## src/spi_pkg.sv

```systemverilog
package spi_pkg;
   // Register indices, byte address is four times the index
   localparam logic [7:0] IDX_GAP  = 8'hf3;
   localparam logic [7:0] IDX_STAT = 8'hf4;
   localparam logic [7:0] IDX_DATA = 8'hf5;
   localparam logic [7:0] IDX_MASK = 8'hf6;
   localparam logic [7:0] IDX_CTRL = 8'hf7;
   localparam logic [7:0] IDX_IEN  = 8'hf8;

   // Status bits
   localparam int FLG_DONE = 7;
   localparam int FLG_WRITE_COLLISION_FLAG = 6;
   localparam int FLG_OVR  = 5;
   localparam int FLG_MODE_FAULT_FLAG = 4;
   localparam int FLG_DIS  = 3;

   // Control bits
   localparam int CT_SOE  = 7;
   localparam int CT_EN   = 6;
   localparam int CT_MASTER_SELECT = 4;
   localparam int CT_CPOL = 3;
   localparam int CT_CLOCK_PHASE_SELECT = 2;

   // Interrupt enable bits
   localparam int IE_SPI = 0;
   localparam int IE_GLB = 1;

   // Reset values
   localparam logic [7:0] CTRL_RST = 8'h00;
   localparam logic [7:0] DATA_RST = 8'h00;
   localparam logic [3:0] MASK_RST = 4'hf;
   localparam logic [1:0] IEN_RST  = 2'h0;
   localparam logic [1:0] GAP_RST  = 2'h0;

   // Sixteen clock edges per byte
   localparam logic [4:0] EDGE_LAST = 5'h0f;
   // Gap in half SPI clocks is code plus this base
   localparam logic [2:0] GAP_BASE_PH0 = 3'h1;
   localparam logic [2:0] GAP_BASE_PH1 = 3'h2;
   localparam logic [3:0] HALF_UNIT    = 4'h1;

   typedef enum logic [2:0] {
      ST_IDLE  = 3'b001,
      ST_SHIFT = 3'b010,
      ST_GAP   = 3'b100
   } state_t;

   function automatic logic [3:0] half_len(input logic [1:0] rate);
      return HALF_UNIT << rate;
   endfunction : half_len

   function automatic logic [6:0] gap_cycles(input logic clock_phase_select, input logic [1:0] code,
                                            input logic [1:0] rate);
      logic [6:0] halves;
      halves = 7'({1'b0, code}) + (clock_phase_select ? 7'(GAP_BASE_PH1) : 7'(GAP_BASE_PH0));
      return 7'(halves * 7'(half_len(rate)));
   endfunction : gap_cycles
endpackage : spi_pkg

```

## src/gap_if.sv

```systemverilog
`timescale 1ns/1ns
interface gap_if;
   logic       start;
   logic [6:0] len;
   logic       busy;
   modport owner (output start, output len, input busy);
   modport timer (input start, input len, output busy);
endinterface : gap_if

```

## src/pin_sync.sv

```systemverilog
`timescale 1ns/1ns
module pin_sync #(
   parameter int WIDTH = 4
) (
   // System
   input  wire logic             clk_sys_i,
   input  wire logic             rst_i,
   // Pins and synchronised copy
   input  wire logic [WIDTH-1:0] d_i,
   output logic      [WIDTH-1:0] q_o
);
   logic [WIDTH-1:0] meta_q;
   logic [WIDTH-1:0] meta_d;
   logic [WIDTH-1:0] sync_d;

   always_comb begin
      meta_d = d_i;
      sync_d = meta_q;
   end

   always_ff @(posedge clk_sys_i or posedge rst_i) begin
      if (rst_i) begin
         meta_q <= '1;
         q_o    <= '1;
      end else begin
         meta_q <= meta_d;
         q_o    <= sync_d;
      end
   end
endmodule : pin_sync

```

## src/gap_timer.sv

```systemverilog
`timescale 1ns/1ns
module gap_timer (
   // System
   input  wire logic clk_sys_i,
   input  wire logic rst_i,
   // Gap request and busy
   gap_if.timer      gap
);
   logic [6:0] cnt_q;
   logic [6:0] cnt_d;

   always_comb begin
      cnt_d = cnt_q;
      if (gap.start) begin
         cnt_d = gap.len;
      end else if (cnt_q != 7'h00) begin
         cnt_d = cnt_q - 7'h01;
      end
   end

   always_ff @(posedge clk_sys_i or posedge rst_i) begin
      if (rst_i) begin
         cnt_q <= 7'h00;
      end else begin
         cnt_q <= cnt_d;
      end
   end

   assign gap.busy = (cnt_q != 7'h00);
endmodule : gap_timer

```

## src/spi_status_data_and_select.sv

```systemverilog
`timescale 1ns/1ns
module spi_status_data_and_select (
   // System
   input  wire logic        clk_sys_i,
   input  wire logic        rst_i,
   // Avalon-MM slave
   input  wire logic [9:0]  avs_address_i,
   input  wire logic        avs_read_i,
   input  wire logic        avs_write_i,
   input  wire logic [31:0] avs_writedata_i,
   output logic      [31:0] avs_readdata_o,
   output logic             avs_waitrequest_o,
   // Interrupt
   output logic             irq_o,
   // Serial clock
   input  wire logic        sck_i,
   output logic             sck_o,
   output logic             sck_oe_o,
   // Master out data
   input  wire logic        mosi_i,
   output logic             mosi_o,
   output logic             mosi_oe_o,
   // Master in data
   input  wire logic        miso_i,
   output logic             miso_o,
   output logic             miso_oe_o,
   // Slave select, active low
   input  wire logic        ss_n_i,
   output logic             ss_n_o,
   output logic             ss_n_oe_o
);
   logic [3:0]      pin_s;
   logic            sck_s, ss_n_s, miso_s, mosi_s;
   gap_if           gap ();

   // Bus group
   logic            wait_q, wait_d;
   logic [31:0]     rdata_q, rdata_d;
   logic [7:0]      idx;
   logic            wr_acc, rd_acc;

   // Core group
   spi_pkg::state_t state_q, state_d;
   logic [7:0]      ctrl_q, ctrl_d, sh_q, sh_d, rx_q, rx_d;
   logic [1:0]      gapsel_q, gapsel_d, ien_q, ien_d;
   logic [3:0]      mask_q, mask_d, hc_q, hc_d;
   logic [4:0]      e_q, e_d;
   logic            dis_q, dis_d, done_q, done_d, write_collision_flag_q, write_collision_flag_d;
   logic            ovr_q, ovr_d, mode_fault_flag_q, mode_fault_flag_d, pend_q, pend_d;
   logic            out_q, out_d, sck_q, sck_d, sck_prev_q;
   logic            gap_start;

   // Pin group
   logic            sck_oe_d, mosi_oe_d, miso_oe_d, ss_n_d, ss_n_oe_d, irq_d;

   // Derived
   logic            master, en, clock_phase_select, cpol, soe, fault, ss_active, tick, ev;
   logic            sample, last, wr_data, din;
   logic [3:0]      clr, irq_src;
   logic [7:0]      sh_n;

   pin_sync #(.WIDTH(4)) u_sync (
      .clk_sys_i (clk_sys_i),
      .rst_i     (rst_i),
      .d_i       ({sck_i, ss_n_i, miso_i, mosi_i}),
      .q_o       (pin_s)
   );

   gap_timer u_gap (
      .clk_sys_i (clk_sys_i),
      .rst_i     (rst_i),
      .gap       (gap.timer)
   );

   assign {sck_s, ss_n_s, miso_s, mosi_s} = pin_s;
   assign gap.start = gap_start;
   assign gap.len   = spi_pkg::gap_cycles(clock_phase_select, gapsel_q, ctrl_q[1:0]);

   assign idx     = avs_address_i[9:2];
   assign wr_acc  = avs_write_i & ~wait_q;
   assign rd_acc  = avs_read_i & ~wait_q;
   assign wr_data = wr_acc && (idx == spi_pkg::IDX_DATA);

   assign master    = ctrl_q[spi_pkg::CT_MASTER_SELECT];
   assign en        = ctrl_q[spi_pkg::CT_EN];
   assign clock_phase_select      = ctrl_q[spi_pkg::CT_CLOCK_PHASE_SELECT];
   assign cpol      = ctrl_q[spi_pkg::CT_CPOL];
   assign soe       = ctrl_q[spi_pkg::CT_SOE];
   assign fault     = master & ~dis_q & ~ss_n_s;
   assign ss_active = ~master & en & ~ss_n_s;
   assign tick      = (hc_q == 4'h0);
   assign ev        = (state_q == spi_pkg::ST_SHIFT) & (master ? tick : (sck_s ^ sck_prev_q));
   assign sample    = ~e_q[0] ^ clock_phase_select;
   assign din       = master ? miso_s : mosi_s;
   assign sh_n      = (ev && sample) ? {sh_q[6:0], din} : sh_q;
   assign last      = ev && (e_q == spi_pkg::EDGE_LAST);
   assign clr       = (wr_acc && idx == spi_pkg::IDX_STAT) ? avs_writedata_i[7:4] : 4'h0;
   assign irq_src   = {done_q, 1'b0, ovr_q, mode_fault_flag_q};

   // Bus: waitrequest drops for one cycle, the access takes effect there
   always_comb begin
      wait_d  = ~((avs_read_i | avs_write_i) & wait_q);
      rdata_d = rdata_q;
      if ((avs_read_i | avs_write_i) && wait_q) begin
         rdata_d = 32'h0000_0000;
         case (idx)
            spi_pkg::IDX_GAP:  rdata_d[1:0] = gapsel_q;
            spi_pkg::IDX_STAT: rdata_d[7:0] = {done_q, write_collision_flag_q, ovr_q, mode_fault_flag_q, dis_q, 3'h0};
            spi_pkg::IDX_DATA: rdata_d[7:0] = rx_q;
            spi_pkg::IDX_MASK: rdata_d[7:0] = {mask_q, 4'h0};
            spi_pkg::IDX_CTRL: rdata_d[7:0] = ctrl_q;
            spi_pkg::IDX_IEN:  rdata_d[1:0] = ien_q;
            default:           rdata_d = 32'h0000_0000;
         endcase
      end
   end

   always_ff @(posedge clk_sys_i or posedge rst_i) begin
      if (rst_i) begin
         wait_q  <= 1'b1;
         rdata_q <= 32'h0000_0000;
      end else begin
         wait_q  <= wait_d;
         rdata_q <= rdata_d;
      end
   end

   // Core
   always_comb begin
      state_d   = state_q;
      ctrl_d    = ctrl_q;
      sh_d      = sh_n;
      rx_d      = rx_q;
      gapsel_d  = gapsel_q;
      ien_d     = ien_q;
      mask_d    = mask_q;
      hc_d      = hc_q;
      e_d       = e_q;
      dis_d     = dis_q;
      pend_d    = pend_q;
      out_d     = out_q;
      sck_d     = sck_q;
      gap_start = 1'b0;
      // Set wins over a same-cycle clear
      done_d = done_q & ~clr[3];
      write_collision_flag_d = write_collision_flag_q & ~clr[2];
      ovr_d  = ovr_q & ~clr[1];
      mode_fault_flag_d = mode_fault_flag_q & ~clr[0];
      if (wr_acc) begin
         case (idx)
            spi_pkg::IDX_GAP:  gapsel_d = avs_writedata_i[1:0];
            spi_pkg::IDX_STAT: dis_d    = avs_writedata_i[spi_pkg::FLG_DIS];
            spi_pkg::IDX_MASK: mask_d   = avs_writedata_i[7:4];
            spi_pkg::IDX_CTRL: ctrl_d   = avs_writedata_i[7:0];
            spi_pkg::IDX_IEN:  ien_d    = avs_writedata_i[1:0];
            default:           ctrl_d   = ctrl_q;
         endcase
      end
      case (state_q)
         spi_pkg::ST_IDLE: begin
            out_d = sh_q[7];
            sck_d = cpol;
            if (ss_active) begin
               state_d = spi_pkg::ST_SHIFT;
               e_d     = 5'h00;
            end
         end
         spi_pkg::ST_SHIFT: begin
            if (master) begin
               hc_d = tick ? spi_pkg::half_len(ctrl_q[1:0]) - 4'h1 : hc_q - 4'h1;
               if (tick) begin
                  sck_d = ~sck_q;
               end
            end
            if (ev) begin
               e_d = e_q + 5'h01;
               if (!sample) begin
                  out_d = sh_q[7];
               end
            end
            if (last) begin
               e_d = 5'h00;
               if (master) begin
                  rx_d      = sh_n;
                  done_d    = 1'b1;
                  state_d   = spi_pkg::ST_GAP;
                  gap_start = 1'b1;
               end else if (done_q) begin
                  ovr_d = 1'b1;
               end else begin
                  rx_d   = sh_n;
                  done_d = 1'b1;
               end
            end
            if (!master && !ss_active) begin
               state_d = spi_pkg::ST_IDLE;
               e_d     = 5'h00;
            end
         end
         spi_pkg::ST_GAP: begin
            sck_d = cpol;
            if (!gap.busy) begin
               pend_d  = 1'b0;
               e_d     = 5'h00;
               hc_d    = spi_pkg::half_len(ctrl_q[1:0]) - 4'h1;
               out_d   = sh_q[7];
               state_d = pend_q ? spi_pkg::ST_SHIFT : spi_pkg::ST_IDLE;
            end
         end
         default: state_d = spi_pkg::ST_IDLE;
      endcase
      // Data writes; a blocked write is dropped silently
      if (wr_data && !done_q) begin
         if (master && (state_q == spi_pkg::ST_SHIFT || pend_q)) begin
            write_collision_flag_d = 1'b1;
            sh_d   = sh_n;
         end else if (!master && ss_active) begin
            write_collision_flag_d = 1'b1;
         end else begin
            sh_d = avs_writedata_i[7:0];
            if (master && state_q == spi_pkg::ST_GAP) begin
               pend_d = 1'b1;
            end else if (master && en) begin
               state_d = spi_pkg::ST_SHIFT;
               e_d     = 5'h00;
               hc_d    = spi_pkg::half_len(ctrl_q[1:0]) - 4'h1;
               out_d   = avs_writedata_i[7];
               sck_d   = cpol;
            end
         end
      end
      if (master && !en) begin
         state_d = spi_pkg::ST_IDLE;
         pend_d  = 1'b0;
      end
      // Fault overrides the master and enable bits and the state set by any software write of the same cycle
      if (fault) begin
         mode_fault_flag_d                 = 1'b1;
         ctrl_d[spi_pkg::CT_MASTER_SELECT] = 1'b0;
         ctrl_d[spi_pkg::CT_EN]   = 1'b0;
         state_d                = spi_pkg::ST_IDLE;
         pend_d                 = 1'b0;
         sck_d                  = cpol;
      end
   end

   always_ff @(posedge clk_sys_i or posedge rst_i) begin
      if (rst_i) begin
         state_q    <= spi_pkg::ST_IDLE;
         ctrl_q     <= spi_pkg::CTRL_RST;
         sh_q       <= spi_pkg::DATA_RST;
         rx_q       <= spi_pkg::DATA_RST;
         gapsel_q   <= spi_pkg::GAP_RST;
         ien_q      <= spi_pkg::IEN_RST;
         mask_q     <= spi_pkg::MASK_RST;
         hc_q       <= 4'h0;
         e_q        <= 5'h00;
         dis_q      <= 1'b0;
         done_q     <= 1'b0;
         write_collision_flag_q     <= 1'b0;
         ovr_q      <= 1'b0;
         mode_fault_flag_q     <= 1'b0;
         pend_q     <= 1'b0;
         out_q      <= 1'b0;
         sck_q      <= 1'b0;
         sck_prev_q <= 1'b1;
      end else begin
         state_q    <= state_d;
         ctrl_q     <= ctrl_d;
         sh_q       <= sh_d;
         rx_q       <= rx_d;
         gapsel_q   <= gapsel_d;
         ien_q      <= ien_d;
         mask_q     <= mask_d;
         hc_q       <= hc_d;
         e_q        <= e_d;
         dis_q      <= dis_d;
         done_q     <= done_d;
         write_collision_flag_q     <= write_collision_flag_d;
         ovr_q      <= ovr_d;
         mode_fault_flag_q     <= mode_fault_flag_d;
         pend_q     <= pend_d;
         out_q      <= out_d;
         sck_q      <= sck_d;
         sck_prev_q <= sck_s;
      end
   end

   // Pins and interrupt
   always_comb begin
      sck_oe_d  = master & en;
      mosi_oe_d = master & en;
      miso_oe_d = ss_active;
      ss_n_oe_d = master & dis_q & soe;
      ss_n_d    = (state_q != spi_pkg::ST_SHIFT);
      irq_d     = (|(irq_src & mask_q)) & ien_q[spi_pkg::IE_SPI] & ien_q[spi_pkg::IE_GLB];
   end

   always_ff @(posedge clk_sys_i or posedge rst_i) begin
      if (rst_i) begin
         sck_oe_o  <= 1'b0;
         mosi_oe_o <= 1'b0;
         miso_oe_o <= 1'b0;
         ss_n_oe_o <= 1'b0;
         ss_n_o    <= 1'b1;
         irq_o     <= 1'b0;
      end else begin
         sck_oe_o  <= sck_oe_d;
         mosi_oe_o <= mosi_oe_d;
         miso_oe_o <= miso_oe_d;
         ss_n_oe_o <= ss_n_oe_d;
         ss_n_o    <= ss_n_d;
         irq_o     <= irq_d;
      end
   end

   assign avs_waitrequest_o = wait_q;
   assign avs_readdata_o    = rdata_q;
   assign sck_o             = sck_q;
   assign mosi_o            = out_q;
   assign miso_o            = out_q;

   // Checks
   logic [6:0] gcnt_q;
   always_ff @(posedge clk_sys_i or posedge rst_i) begin
      if (rst_i) begin
         gcnt_q <= 7'h00;
      end else begin
         gcnt_q <= (state_q == spi_pkg::ST_GAP) ? gcnt_q + 7'h01 : 7'h00;
      end
   end
endmodule : spi_status_data_and_select

```

## config.mk

```make
export PLATFORM = sky130hd
export DESIGN_NAME = spi_status_data_and_select
export DESIGN_NICKNAME = d
export VERILOG_FILES = /design/src/spi_pkg.sv /design/src/gap_if.sv /design/src/pin_sync.sv /design/src/gap_timer.sv /design/src/spi_status_data_and_select.sv
export SDC_FILE = /design/constraint.sdc
export NUM_CORES = 1
export LEC_CHECK = 0
export BUFFER_PORTS_ARGS = -buffer_cell sky130_fd_sc_hd__clkbuf_2
export CORE_MARGIN = 2
export CORE_UTILIZATION = 60
export CTS_CLUSTER_DIAMETER = 30
export DETAILED_ROUTE_END_ITERATION = 16
export PLACE_DENSITY_LB_ADDON = 0.25
export REMOVE_ABC_BUFFERS = 1
export SLEW_MARGIN = 20
export SYNTH_ARGS = -nofsm -noshare
export SYNTH_HDL_FRONTEND = slang
export SYNTH_HIERARCHICAL = 1
export SYNTH_SLANG_ARGS = --single-unit
export TNS_END_PERCENT = 50
```

## constraint.sdc

```tcl
create_clock -name clk_sys_i -period 5.8 [get_ports clk_sys_i]
set_clock_uncertainty 0.15 [all_clocks]
set_input_delay 0.87 -clock clk_sys_i [delete_from_list [all_inputs] [get_ports clk_sys_i]]
set_output_delay 0.87 -clock clk_sys_i [all_outputs]
set_load 0.01 [all_outputs]
```

; ---- After elaboration in Yosys (flattened, before gate mapping)
; Index checks and enable logic that the tools add are counted.
[op_classes]
n_addsub = 5
mul = 1
eq_ne = 12
n_shift = 1
n_mux = 93
bitwise = 31
reduce_logical = 31
[op_table]
columns = op, count
row1 = 2-to-1 mux 5 bit, 10
row2 = "== test 8 bit, second input constant", 6
row3 = 2-to-1 mux 8 bit, 6
row4 = 2-to-1 mux 1 bit, 43
row5 = 2-to-1 mux 3 bit, 12
row6 = 2-to-1 mux 4 bit, 9
row7 = 2-to-1 mux 7 bit, 4
row8 = one-hot mux 6 bit (4 select lines), 1
row9 = AND 1 bit, 16
row10 = one-hot mux 5 bit (3 select lines), 1
row11 = logical AND 1 bit, 12
row12 = AND reduction 2 bit, 6
row13 = NOT 1 bit, 11
row14 = one-hot mux 3 bit (3 select lines), 1
row15 = one-hot mux 2 bit (4 select lines), 1
row16 = one-hot mux 4 bit (2 select lines), 1
row17 = "subtractor 4 x 1 -> 4 bit, second input constant", 2
row18 = multiplier 3 x 4 -> 7 bit, 1
row19 = nonzero test 7 bit, 1
row20 = "subtractor 7 x 1 -> 7 bit, second input constant", 1
row21 = nonzero test 2 bit, 3
row22 = "adder 5 x 1 -> 5 bit, second input constant", 1
row23 = "== test 5 x 4 -> 1 bit, second input constant", 1
row24 = AND 4 bit, 1
row25 = 18 further kinds, 23
[totals]
register_bits = 82
in_bits = 50
output_inout_bits = 42
wordCells = 203

; ---- Longest topological paths before layout
; Gate-level depths: netlist of run 1.
[logic_depth]
ltp_word = 14
mapped_depth = 14
depth_no_buf = 14

; ---- Modules after synthesis
; Netlist of run 1, hierarchy kept.
[by_module_without_submodules]
columns = module, n_inst, cells_each, area_each_um2, seq_area_each_um2
row1 = spi_status_data_and_select, 1, 392, 3956.3, 1686.6
row2 = gap_timer, 1, 47, 454.2, 175.2
row3 = pin_sync, 1, 9, 214.0, 210.2

; ---- Least setup slack after synthesis of run 1
; OpenSTA, ideal clock, no wires.
[synth_path]
path_type = flip-flop to flip-flop
startpoint = reg ctrl_q[2]
endpoint = reg u_gap.cnt_q[5]
setup_ps = 77
arrival_ps = 2721
t_required_ps = 5573
setup_slack_ps = 2852
stages_incl_launch_ff = 13
n_path_buf = 0
synth_period_minus_slack_ps = 2948
cell_sequence = dfrtp_1 -> inv_1 -> ha_1 -> fa_1 -> nand2_1 -> fa_1 -> inv_1 -> ha_1 -> a21o_1 -> a21oi_1 -> xnor2_1 -> nor2b_1 -> a21oi_1
[synth_between]
elab_chain_len = 4
[synth_rtl]
columns = element, line
row1 = start: declaration, spi_status_data_and_select.sv:44  ; logic [7:0] ctrl_q, ctrl_d, sh_q, sh_d, rx_q, rx_d;
row2 = start signal: assignment, spi_status_data_and_select.sv:250  ; ctrl_q <= spi_pkg::CTRL_RST;
row3 = start signal: assignment, spi_status_data_and_select.sv:269  ; ctrl_q <= ctrl_d;
row4 = 2-to-1 mux 2 bit, spi_pkg.sv:55  ; halves = 7'({1'b0, code}) + (clock_phase_select ? 7'(GAP_BASE_PH1) : 7'(GAP_BASE_PH0));
row5 = adder 2 x 2 -> 3 bit, spi_pkg.sv:55
row6 = multiplier 3 x 4 -> 7 bit, spi_pkg.sv:56  ; return 7'(halves * 7'(half_len(rate)));
row7 = net gap.len[5], gap_if.sv:4  ; logic [6:0] len;
row8 = 2-to-1 mux 7 bit, gap_timer.sv:14  ; if (gap.start) begin
row9 = end signal: assignment, gap_timer.sv:25  ; cnt_q <= cnt_d;
row10 = end: declaration, gap_timer.sv:9  ; logic [6:0] cnt_q;
; The timed path passes the listed nets, and every way through them passes these cells.
; A chain may end at the register's enable or synchronous reset.

; ---- Final worst setup path of run 1
[layout_path]
startpoint = reg ctrl_q[4]
endpoint = reg sh_q[0]
[layout_between]
elab_chain_len = 7
word_cells_on_any_way = 14
cone_classes = mux: 6 / bitwise: 4 / reduce/logical: 4
[layout_rtl]
columns = element, line
row1 = 2-to-1 mux 1 bit or NOT 1 bit (tied branches), "spi_status_data_and_select.sv:92, spi_status_data_and_select.sv:90"
row2 = AND 1 bit (on tied branches), "spi_status_data_and_select.sv:92, spi_status_data_and_select.sv:90"
row3 = logical AND 1 bit or AND 1 bit (tied branches), "spi_status_data_and_select.sv:95, spi_status_data_and_select.sv:90"
row4 = 2-to-1 mux 8 bit or logical AND 1 bit (tied branches), "spi_status_data_and_select.sv:95, spi_status_data_and_select.sv:217"
row5 = 2-to-1 mux 8 bit, spi_status_data_and_select.sv:217  ; end else if (!master && ss_active) begin
row6 = 2-to-1 mux 8 bit, spi_status_data_and_select.sv:214  ; if (master && (state_q == spi_pkg::ST_SHIFT || pend_q)) begin
row7 = 2-to-1 mux 8 bit *, spi_status_data_and_select.sv:213  ; if (wr_data && !done_q) begin
row8 = net sh_d[0], spi_status_data_and_select.sv:44
row9 = end signal: assignment, spi_status_data_and_select.sv:251  ; sh_q <= spi_pkg::DATA_RST;
row10 = end: declaration, spi_status_data_and_select.sv:44
; The timed path passes the listed nets; every way through them passes the cells marked *.

==> results of run 1 <==
-- metrics by stage --
step	hold WS [ns]	power, W	std cells	area, µm²	worst slack (ns)
after floorplan	0.1952	0.0007438	427	4437	2.849
after global placement	0.1958	0.0007879	573	4792	2.522
after detailed placement	0.1969	0.0007979	573	4792	2.505
after CTS	0.2112	0.001214	589	4997	2.526
after global routing	0.2140	0.001264	589	5001	2.334
final	0.2096	0.001206	589	5001	2.471
-- where the power goes --
part	switching (W)	leakage (nW)	internal (W)
Sequential	0.0000363	0.999	0.000610
Clock	0.000245	0.104	0.000172
Combinational	0.0000820	1.21	0.0000598
-- worst max-delay path, cell delays in order (launching register included) --
cell and delay (ns):
dfrtp_1 0.80, nand4bb_1 0.49, o22ai_1 0.33, nor2b_1 0.78, mux2_1 0.40, mux2_2 0.26
-- cells by family after synthesis --
family          count (synthesis)  share of synthesized area
compound gates                 98                     0.1418
xor+xnor                        7                    0.01326
fa+ha+maj                      17                    0.05249
buf+inv                        71                    0.08117
flops                          82                     0.4481
mux                            37                    0.09686
other cells                     1                  0.0008109
simple gates                  135                     0.1656
-- state kept, by name, indices dropped and copies added (netlist names), 2 cells and up --
name	flops
ien_q	2
state_q	3
u_gap/cnt_q	7
mask_q	4
u_sync/q_o	4
avs_readdata_o	8
gapsel_q	2
u_sync/meta_q	4
sh_q	8
e_q	5
hc_q	4
ctrl_q	8
rx_q	8
-- cells in the mapped netlist (all sizes together), types with 5 or more instances --
master  instances  area (µm²)
a21o            5       37.54
a21oi          21       105.1
a22o            6       52.55
and2            7       43.79
buf            33       232.7
clkbuf         11       41.29
dfrtp          66        1652
dfstp          16       420.4
ha             13       162.7
inv            27       101.3
mux2           19       214.0
mux2i          14       140.1
nand2          32       120.1
nand2b          8       50.05
nand3           6       30.03
nor2           30       112.6
nor2b           7       43.79
nor3           12       71.32
nor3b           7       57.55
o21ai          26       130.1
o22ai           6       37.54
o31ai           6       45.04
xnor2           6       52.55
-- layout make-up --
type,instances,area [µm²],share of cell area
clock buffer,9,123.9,0.02477
clock inverter,7,81.33,0.01626
inverter,27,101.3,0.02027
multi-input combinational,318,2267,0.4533
sequential,82,2072,0.4143
tap,102,127.6,0.02552
timing repair buffer,44,227.7,0.04553
-- metal layers --
metal | part of all wire | track usage
met4 | 0.015 | 0.06468
met3 | 0.061 | 0.05670
met2 | 0.49 | 0.3934
met5 | 0 | 0
met1 | 0.43 | 0.3335
-- path summary, 6_finish.rpt --
kind,slack (ns),endpoint,cells after the start,from
hold / removal,0.21,u_sync/q_o[2],0,u_sync/meta_q[2]
min in group asynchronous,0.33,u_gap/cnt_q[4],2,rst_i
max in group asynchronous,4.14,avs_waitrequest_o,3,rst_i
setup reg to reg,2.47,sh_q[0],5,ctrl_q[4]
hold reg to reg,0.21,u_sync/q_o[2],0,u_sync/meta_q[2]
setup / recovery,2.47,sh_q[0],5,ctrl_q[4]
==> metrics.yaml, run 1 <==
status: "finished, final reports clean"
max_slew.worst_pin.slew_ns: 0.9344
grt_use_total: 0.2433
period_share: 0.5740
wire_per_inst_um: 16.57
hpwl_um: 7209
nets: 549
port_buffers: 41
drt_pass1_iterations: 7
grt_max_degree: 42
slew_headroom: 0.3758
clock_latency_ns: 0.37
power.density_mw_per_mm2: 241.1
grt_pass1_vias: 3323
finalSetupViolations: 0
rsz0062_at_grt: "false"
ys_types: 69
utilization: 0.6574
overflow: 0
grt_pass1_wl_um: 16210
path_max_fanout: 21
htreeDepth: 3
yosysSeqAreaShare: 0.4481
startpoint_type: "register"
clock-sinks: 82
start_util: 0.6079
die_h_um: 91.79
coreArea_mm2: 0.007607
root_buffer: "clkbuf_8"
ir_drop_uv: 255.2
crit_type: "register to register"
antenna_cells: 0
fp-row-count: 32
hold_buffers: 0
final_cell_mix: "66 x dfrtp_1, 41 x clkbuf_2, 32 x nand2_1"
drc: 0
worstHoldPathType: "register to register"
synthesis.area_mm2: 0.004624
post-cts-setup-buffers: 0
grt_antenna_before_repair: 0
ys_ff_latch: 82
clk_path_buf_depth: 2
fmax_mhz: 300.4
crit_path_end_kind: "register"
num_vias: 3478
numCtsBuffers: 9
fin_setup_tns_ns: 0
syn_to_final_growth_pct: 8.144
async_reset_ff_frac: 1.000
cts.repair.resized: 0
drive_gt1_frac: 0.2300
crit_required_ns: 5.89
synth_edf_count: 0
leakage_nw: 2.308
nFillCells: 622
synth_flop_cell: "dfrtp_1"
yosys_warnings: 6
floorplan.die.width_um: 91.79
finalHoldViolations: 0
gp_congestion: 0.8499
postRouteAntennaNets: 0
drt-total-wl_um: 9759
crit_arrival_ns: 3.42
final_common_cell: "dfrtp_1"
vias_per_cell: 5.905
path_clk_slew_ns: 0.09
cts_tree: "done"
max_cap_violations: 0
io_pins: 92
dieArea_mm2: 0.008425
avgSynthCellArea_um2: 10.32
finalCriticalPeriod_ns: 3.329
drt-initial-drc-count: 213
netlist_instances: 448
maxSlewViolCount: 0
(Power assumes the default switching activity.)
==> run 2, diff against run 1 <==
--- a/config.mk
+++ b/config.mk
@@ -5,9 +5,10 @@
 export SDC_FILE = /design/constraint.sdc
 export NUM_CORES = 1
 export LEC_CHECK = 0
+export ABC_AREA = 1
 export BUFFER_PORTS_ARGS = -buffer_cell sky130_fd_sc_hd__clkbuf_2
 export CORE_MARGIN = 2
-export CORE_UTILIZATION = 60
+export CORE_UTILIZATION = 50
 export CTS_CLUSTER_DIAMETER = 30
 export DETAILED_ROUTE_END_ITERATION = 16
 export PLACE_DENSITY_LB_ADDON = 0.25
==> constraint.sdc (replaced) <==
create_clock -name clk_sys_i -period 2.76 [get_ports clk_sys_i]
set_clock_uncertainty 0.15 [all_clocks]
set_input_delay 0.414 -clock clk_sys_i [delete_from_list [all_inputs] [get_ports clk_sys_i]]
set_output_delay 0.414 -clock clk_sys_i [all_outputs]
set_load 0.01 [all_outputs]
==> run 2 against run 1 <==
Compared with the run above:
- the flow now finishes with violations (setup timing)
- global-route usage down 0.96 points
- via count up 19%
- largest cell class unchanged
- hold slack worse by 0.079 ns
- area after synthesis up 3.4%
- first-iteration DRC count down 2.8%
- fmax up 17%
- largest power group unchanged
- register-to-register slack worse by 2.6 ns
- die area up 23%
==> metrics.yaml, run 2 <==
maxSlewViolCount: 0  # unchanged
nFillCells: 856  # was 622
clk_path_buf_depth: 2  # unchanged
rsz0062_at_grt: "true"  # was false
wire_per_inst_um: 13.67  # was 16.57 µm
synth.most_common_cell: "nand2_1"  # was dfrtp_1
slew_headroom: 0.6048  # was 0.3758
yosysTopAreaCell: "dfrtp_1"  # unchanged
die_h_um: 101.8  # was 91.79 µm
yosys_warnings: 6  # unchanged
crit_path_end_kind: "register"  # unchanged
ys_ff_latch: 82  # unchanged
syn_to_final_growth_pct: 13.76  # was 8.144%
reg2reg_from: "ctrl_q[2]"  # was ctrl_q[4]
htreeDepth: 3  # unchanged
p_comb_frac: 0.139  # was 0.118
synth_flop_cell: "dfrtp_1"  # unchanged
final_common_cell: "nand2_1"  # was dfrtp_1
max_cap_violations: 0  # unchanged
port_buffers: 41  # unchanged
synth_edf_count: 0  # unchanged
min_path_cells: 3  # was 0
power_w: 0.002594  # was 0.001206 W
gp_congestion: 0.8790  # was 0.8499
fp-row-count: 35  # was 32
drc: 0  # unchanged
utilization: 0.5889  # was 0.6574
final_cell_mix: "203 x nand2_1, 81 x inv_1, 66 x dfrtp_1"  # was 66 x dfrtp_1, 41 x clkbuf_2, 32 x nand2_1
ir_drop_uv: 265.7  # was 255.2 µV
antenna_cells: 0  # unchanged
dp_cells: 793  # was 573
regToRegSetupSlack_ns: -0.09  # was 2.47 ns
worst_slack_ns: -0.08680  # was 2.471 ns
worstHoldEndpoint: "sh_q[1]"  # was u_sync/q_o[2]
period_share: 1.031  # was 0.5740
synthesis.area_mm2: 0.004783  # was 0.004624 mm²
netlist_instances: 621  # was 448
finalHoldViolations: 0  # unchanged
sw_frac_of_total: 0.2932  # was 0.3016
avgSynthCellArea_um2: 7.703  # was 10.32 µm²
async_reset_ff_frac: 1.000  # unchanged
grt_max_degree: 68  # was 42
crit_type: "register to register"  # unchanged
intPower_w: 0.001834  # was 0.0008420 W
grt_antenna_before_repair: 0  # unchanged
drive_gt1_frac: 0.1875  # was 0.2300
switching_power_w: 0.0007605  # was 0.0003636 W
drt-total-wl_um: 11170  # was 9759 µm
synth_top_area_frac: 0.3453  # was 0.3571
grt_use_total: 0.2337  # was 0.2433
max_slew.worst_pin.slew_ns: 0.5922  # was 0.9344 ns
numCtsBuffers: 9  # unchanged
overflow: 0  # unchanged
drt-initial-drc-count: 207  # was 213
dpl_cell_area_mm2: 0.005097  # was 0.004792 mm²
clockPowerShare: 0.361  # was 0.346
yosysSeqAreaShare: 0.4332  # was 0.4481
finalCriticalPeriod_ns: 2.847  # was 3.329 ns
crit_arrival_ns: 2.96  # was 3.42 ns
nets: 750  # was 549
ys_top_cells_by_area: "dfrtp_1 35%, nand2_1 16%, dfstp_2 8.8%"  # was dfrtp_1 36%, dfstp_2 9.1%, buf_4 4.5%
coreArea_mm2: 0.009240  # was 0.007607 mm²
hp-start: "avs_writedata_i[1]"  # was u_sync/meta_q[2]
drt_pass1_iterations: 5  # was 7
num_vias: 4140  # was 3478
p_seq_frac: 0.500  # was 0.536
r2r-end: "u_gap/cnt_q[3]"  # was sh_q[0]
postRouteAntennaNets: 0  # unchanged
clock_latency_ns: 0.37  # about the same
grt_pass1_wl_um: 18860  # was 16210 µm
synth_common_cells: "204 x nand2_1, 84 x inv_1, 66 x dfrtp_1"  # was 66 x dfrtp_1, 32 x nand2_1, 30 x nor2_1
io_pins: 92  # unchanged
cp-startpoint: "ctrl_q[2]"  # was ctrl_q[4]
path_max_fanout: 3  # was 21
hpwl_um: 8201  # was 7209 µm
status: "finished, violations left"  # was finished, final reports clean
ys_types: 37  # was 69
dieArea_mm2: 0.01037  # was 0.008425 mm²
finalSetupViolations: 4  # was 0
cts_tree: "done"  # unchanged
violations: "setup timing"
clock-sinks: 82  # unchanged
start_util: 0.5177  # was 0.6079
leakage_nw: 2.987  # was 2.308 nW
stdcell_count: 817  # was 589
floorplan.die.width_um: 101.8  # was 91.79 µm
root_buffer: "clkbuf_8"  # unchanged
startpoint_type: "register"  # unchanged
fin_hold_ws_ns: 0.1305  # was 0.2096 ns
crit_required_ns: 2.88  # was 5.89 ns
reg2reg_depth: 11  # was 5
vias_per_cell: 5.067  # was 5.905
fmax_mhz: 351.3  # was 300.4 MHz
final_cell_area_mm2: 0.005441  # was 0.005001 mm²
grt_pass1_vias: 3949  # was 3323
path_clk_slew_ns: 0.09  # about the same
power.density_mw_per_mm2: 476.7  # was 241.1 mW/mm²
worstHoldPathType: "input port to register"  # was register to register
run 2: cell count changes after synthesis, moves of 8 or more:
cell      delta
nand2b_1     -8
mux2_2      -18
clkbuf_1    -11
nand4_1     +10
o21ai_0     +29
inv_1       +58
nand2_1    +172
nand3_1     +42
a21oi_1      -9
mux2i_1     -14
run 2: layout make-up:
type / count / area [µm²] / area share
flip-flops and latches: 82 / 2072 / 0.3808
inverters: 90 / 345.3 / 0.06346
well taps: 129 / 161.4 / 0.02966
clock buffers: 10 / 137.6 / 0.02529
multi-input cells: 441 / 2283 / 0.4196
repair buffers: 59 / 369.1 / 0.06783
clock inverters: 6 / 72.57 / 0.01334
run 2: power by group through the flow:
stage / Sequential (W) / Combinational (W) / Clock, W
6_report: 0.00130 / 0.000362 / 0.000936
5_1_grt: 0.00130 / 0.000414 / 0.00100
4_1_cts: 0.00130 / 0.000356 / 0.000953
3_5_place_dp: 0.00132 / 0.000336 / 0
3_3_place_gp: 0.00132 / 0.000327 / 0
2_1_floorplan: 0.00131 / 0.000225 / 0
run 2: worst max-delay path by stage:
| stage | to | slack, ns | cells after the start |
|---|---|---|---|
| floorplan | u_gap/cnt_q[4] | -0.08 | 12 |
| global placement | u_gap/cnt_q[6] | -0.10 | 12 |
| detailed placement | u_gap/cnt_q[6] | -0.19 | 12 |
| CTS | u_gap/cnt_q[3] | -0.13 | 11 |
| global route | u_gap/cnt_q[3] | -0.20 | 11 |
| finish | u_gap/cnt_q[3] | -0.09 | 11 |
run 2: what timing repair did:
item / 4_1_cts / 5_1_grt
endpoints found under the setup margin: 4 / 4
gates resized for setup: 13 / 2
hold endpoints to repair: 63 / 0
cloned: 0 / 0
pin swaps: 13 / 1
hold buffers: 5 / 0
setup buffers: 3 / 0
run 2: critical path, cell delays in order, from the launching register on:
cell     delay, ns
dfrtp_1       0.40
buf_4         0.15
fa_1          0.59
nand3_2       0.08
fa_1          0.44
inv_1         0.08
ha_2          0.18
inv_2         0.04
fa_2          0.51
inv_1         0.04
nand2_1       0.05
nand2_1       0.04
run 2: kinds of logic after synthesis:
logic type | count (synthesis) | synth area share
buffers and inverters | 121 | 0.1195
AND/OR/NAND/NOR | 319 | 0.3019
AO/OA/AOI/OAI | 75 | 0.08292
XOR/XNOR | 6 | 0.01099
other | 1 | 0.0007840
flip-flops | 82 | 0.4332
adder cells (fa/ha/maj) | 17 | 0.05075
run 2: per-layer routing:
layer / GRT usage / routed length [µm] / part of all wire
met4: 0.07487 / 159 / 0.014
met1: 0.3319 / 5067 / 0.45
met3: 0.03694 / 579 / 0.052
met2: 0.3704 / 5364 / 0.48
met5: 0 / 0 / 0
run 2: through the flow:
| stage | worst slack (ns) | setup TNS [ns] |
|---|---|---|
| after floorplan | -0.08106 | -0.2320 |
| after global placement | -0.1033 | -0.2738 |
| after detailed placement | -0.1852 | -0.5730 |
| after CTS | -0.1304 | -0.3095 |
| after global routing | -0.2034 | -0.6261 |
| final | -0.08680 | -0.1866 |
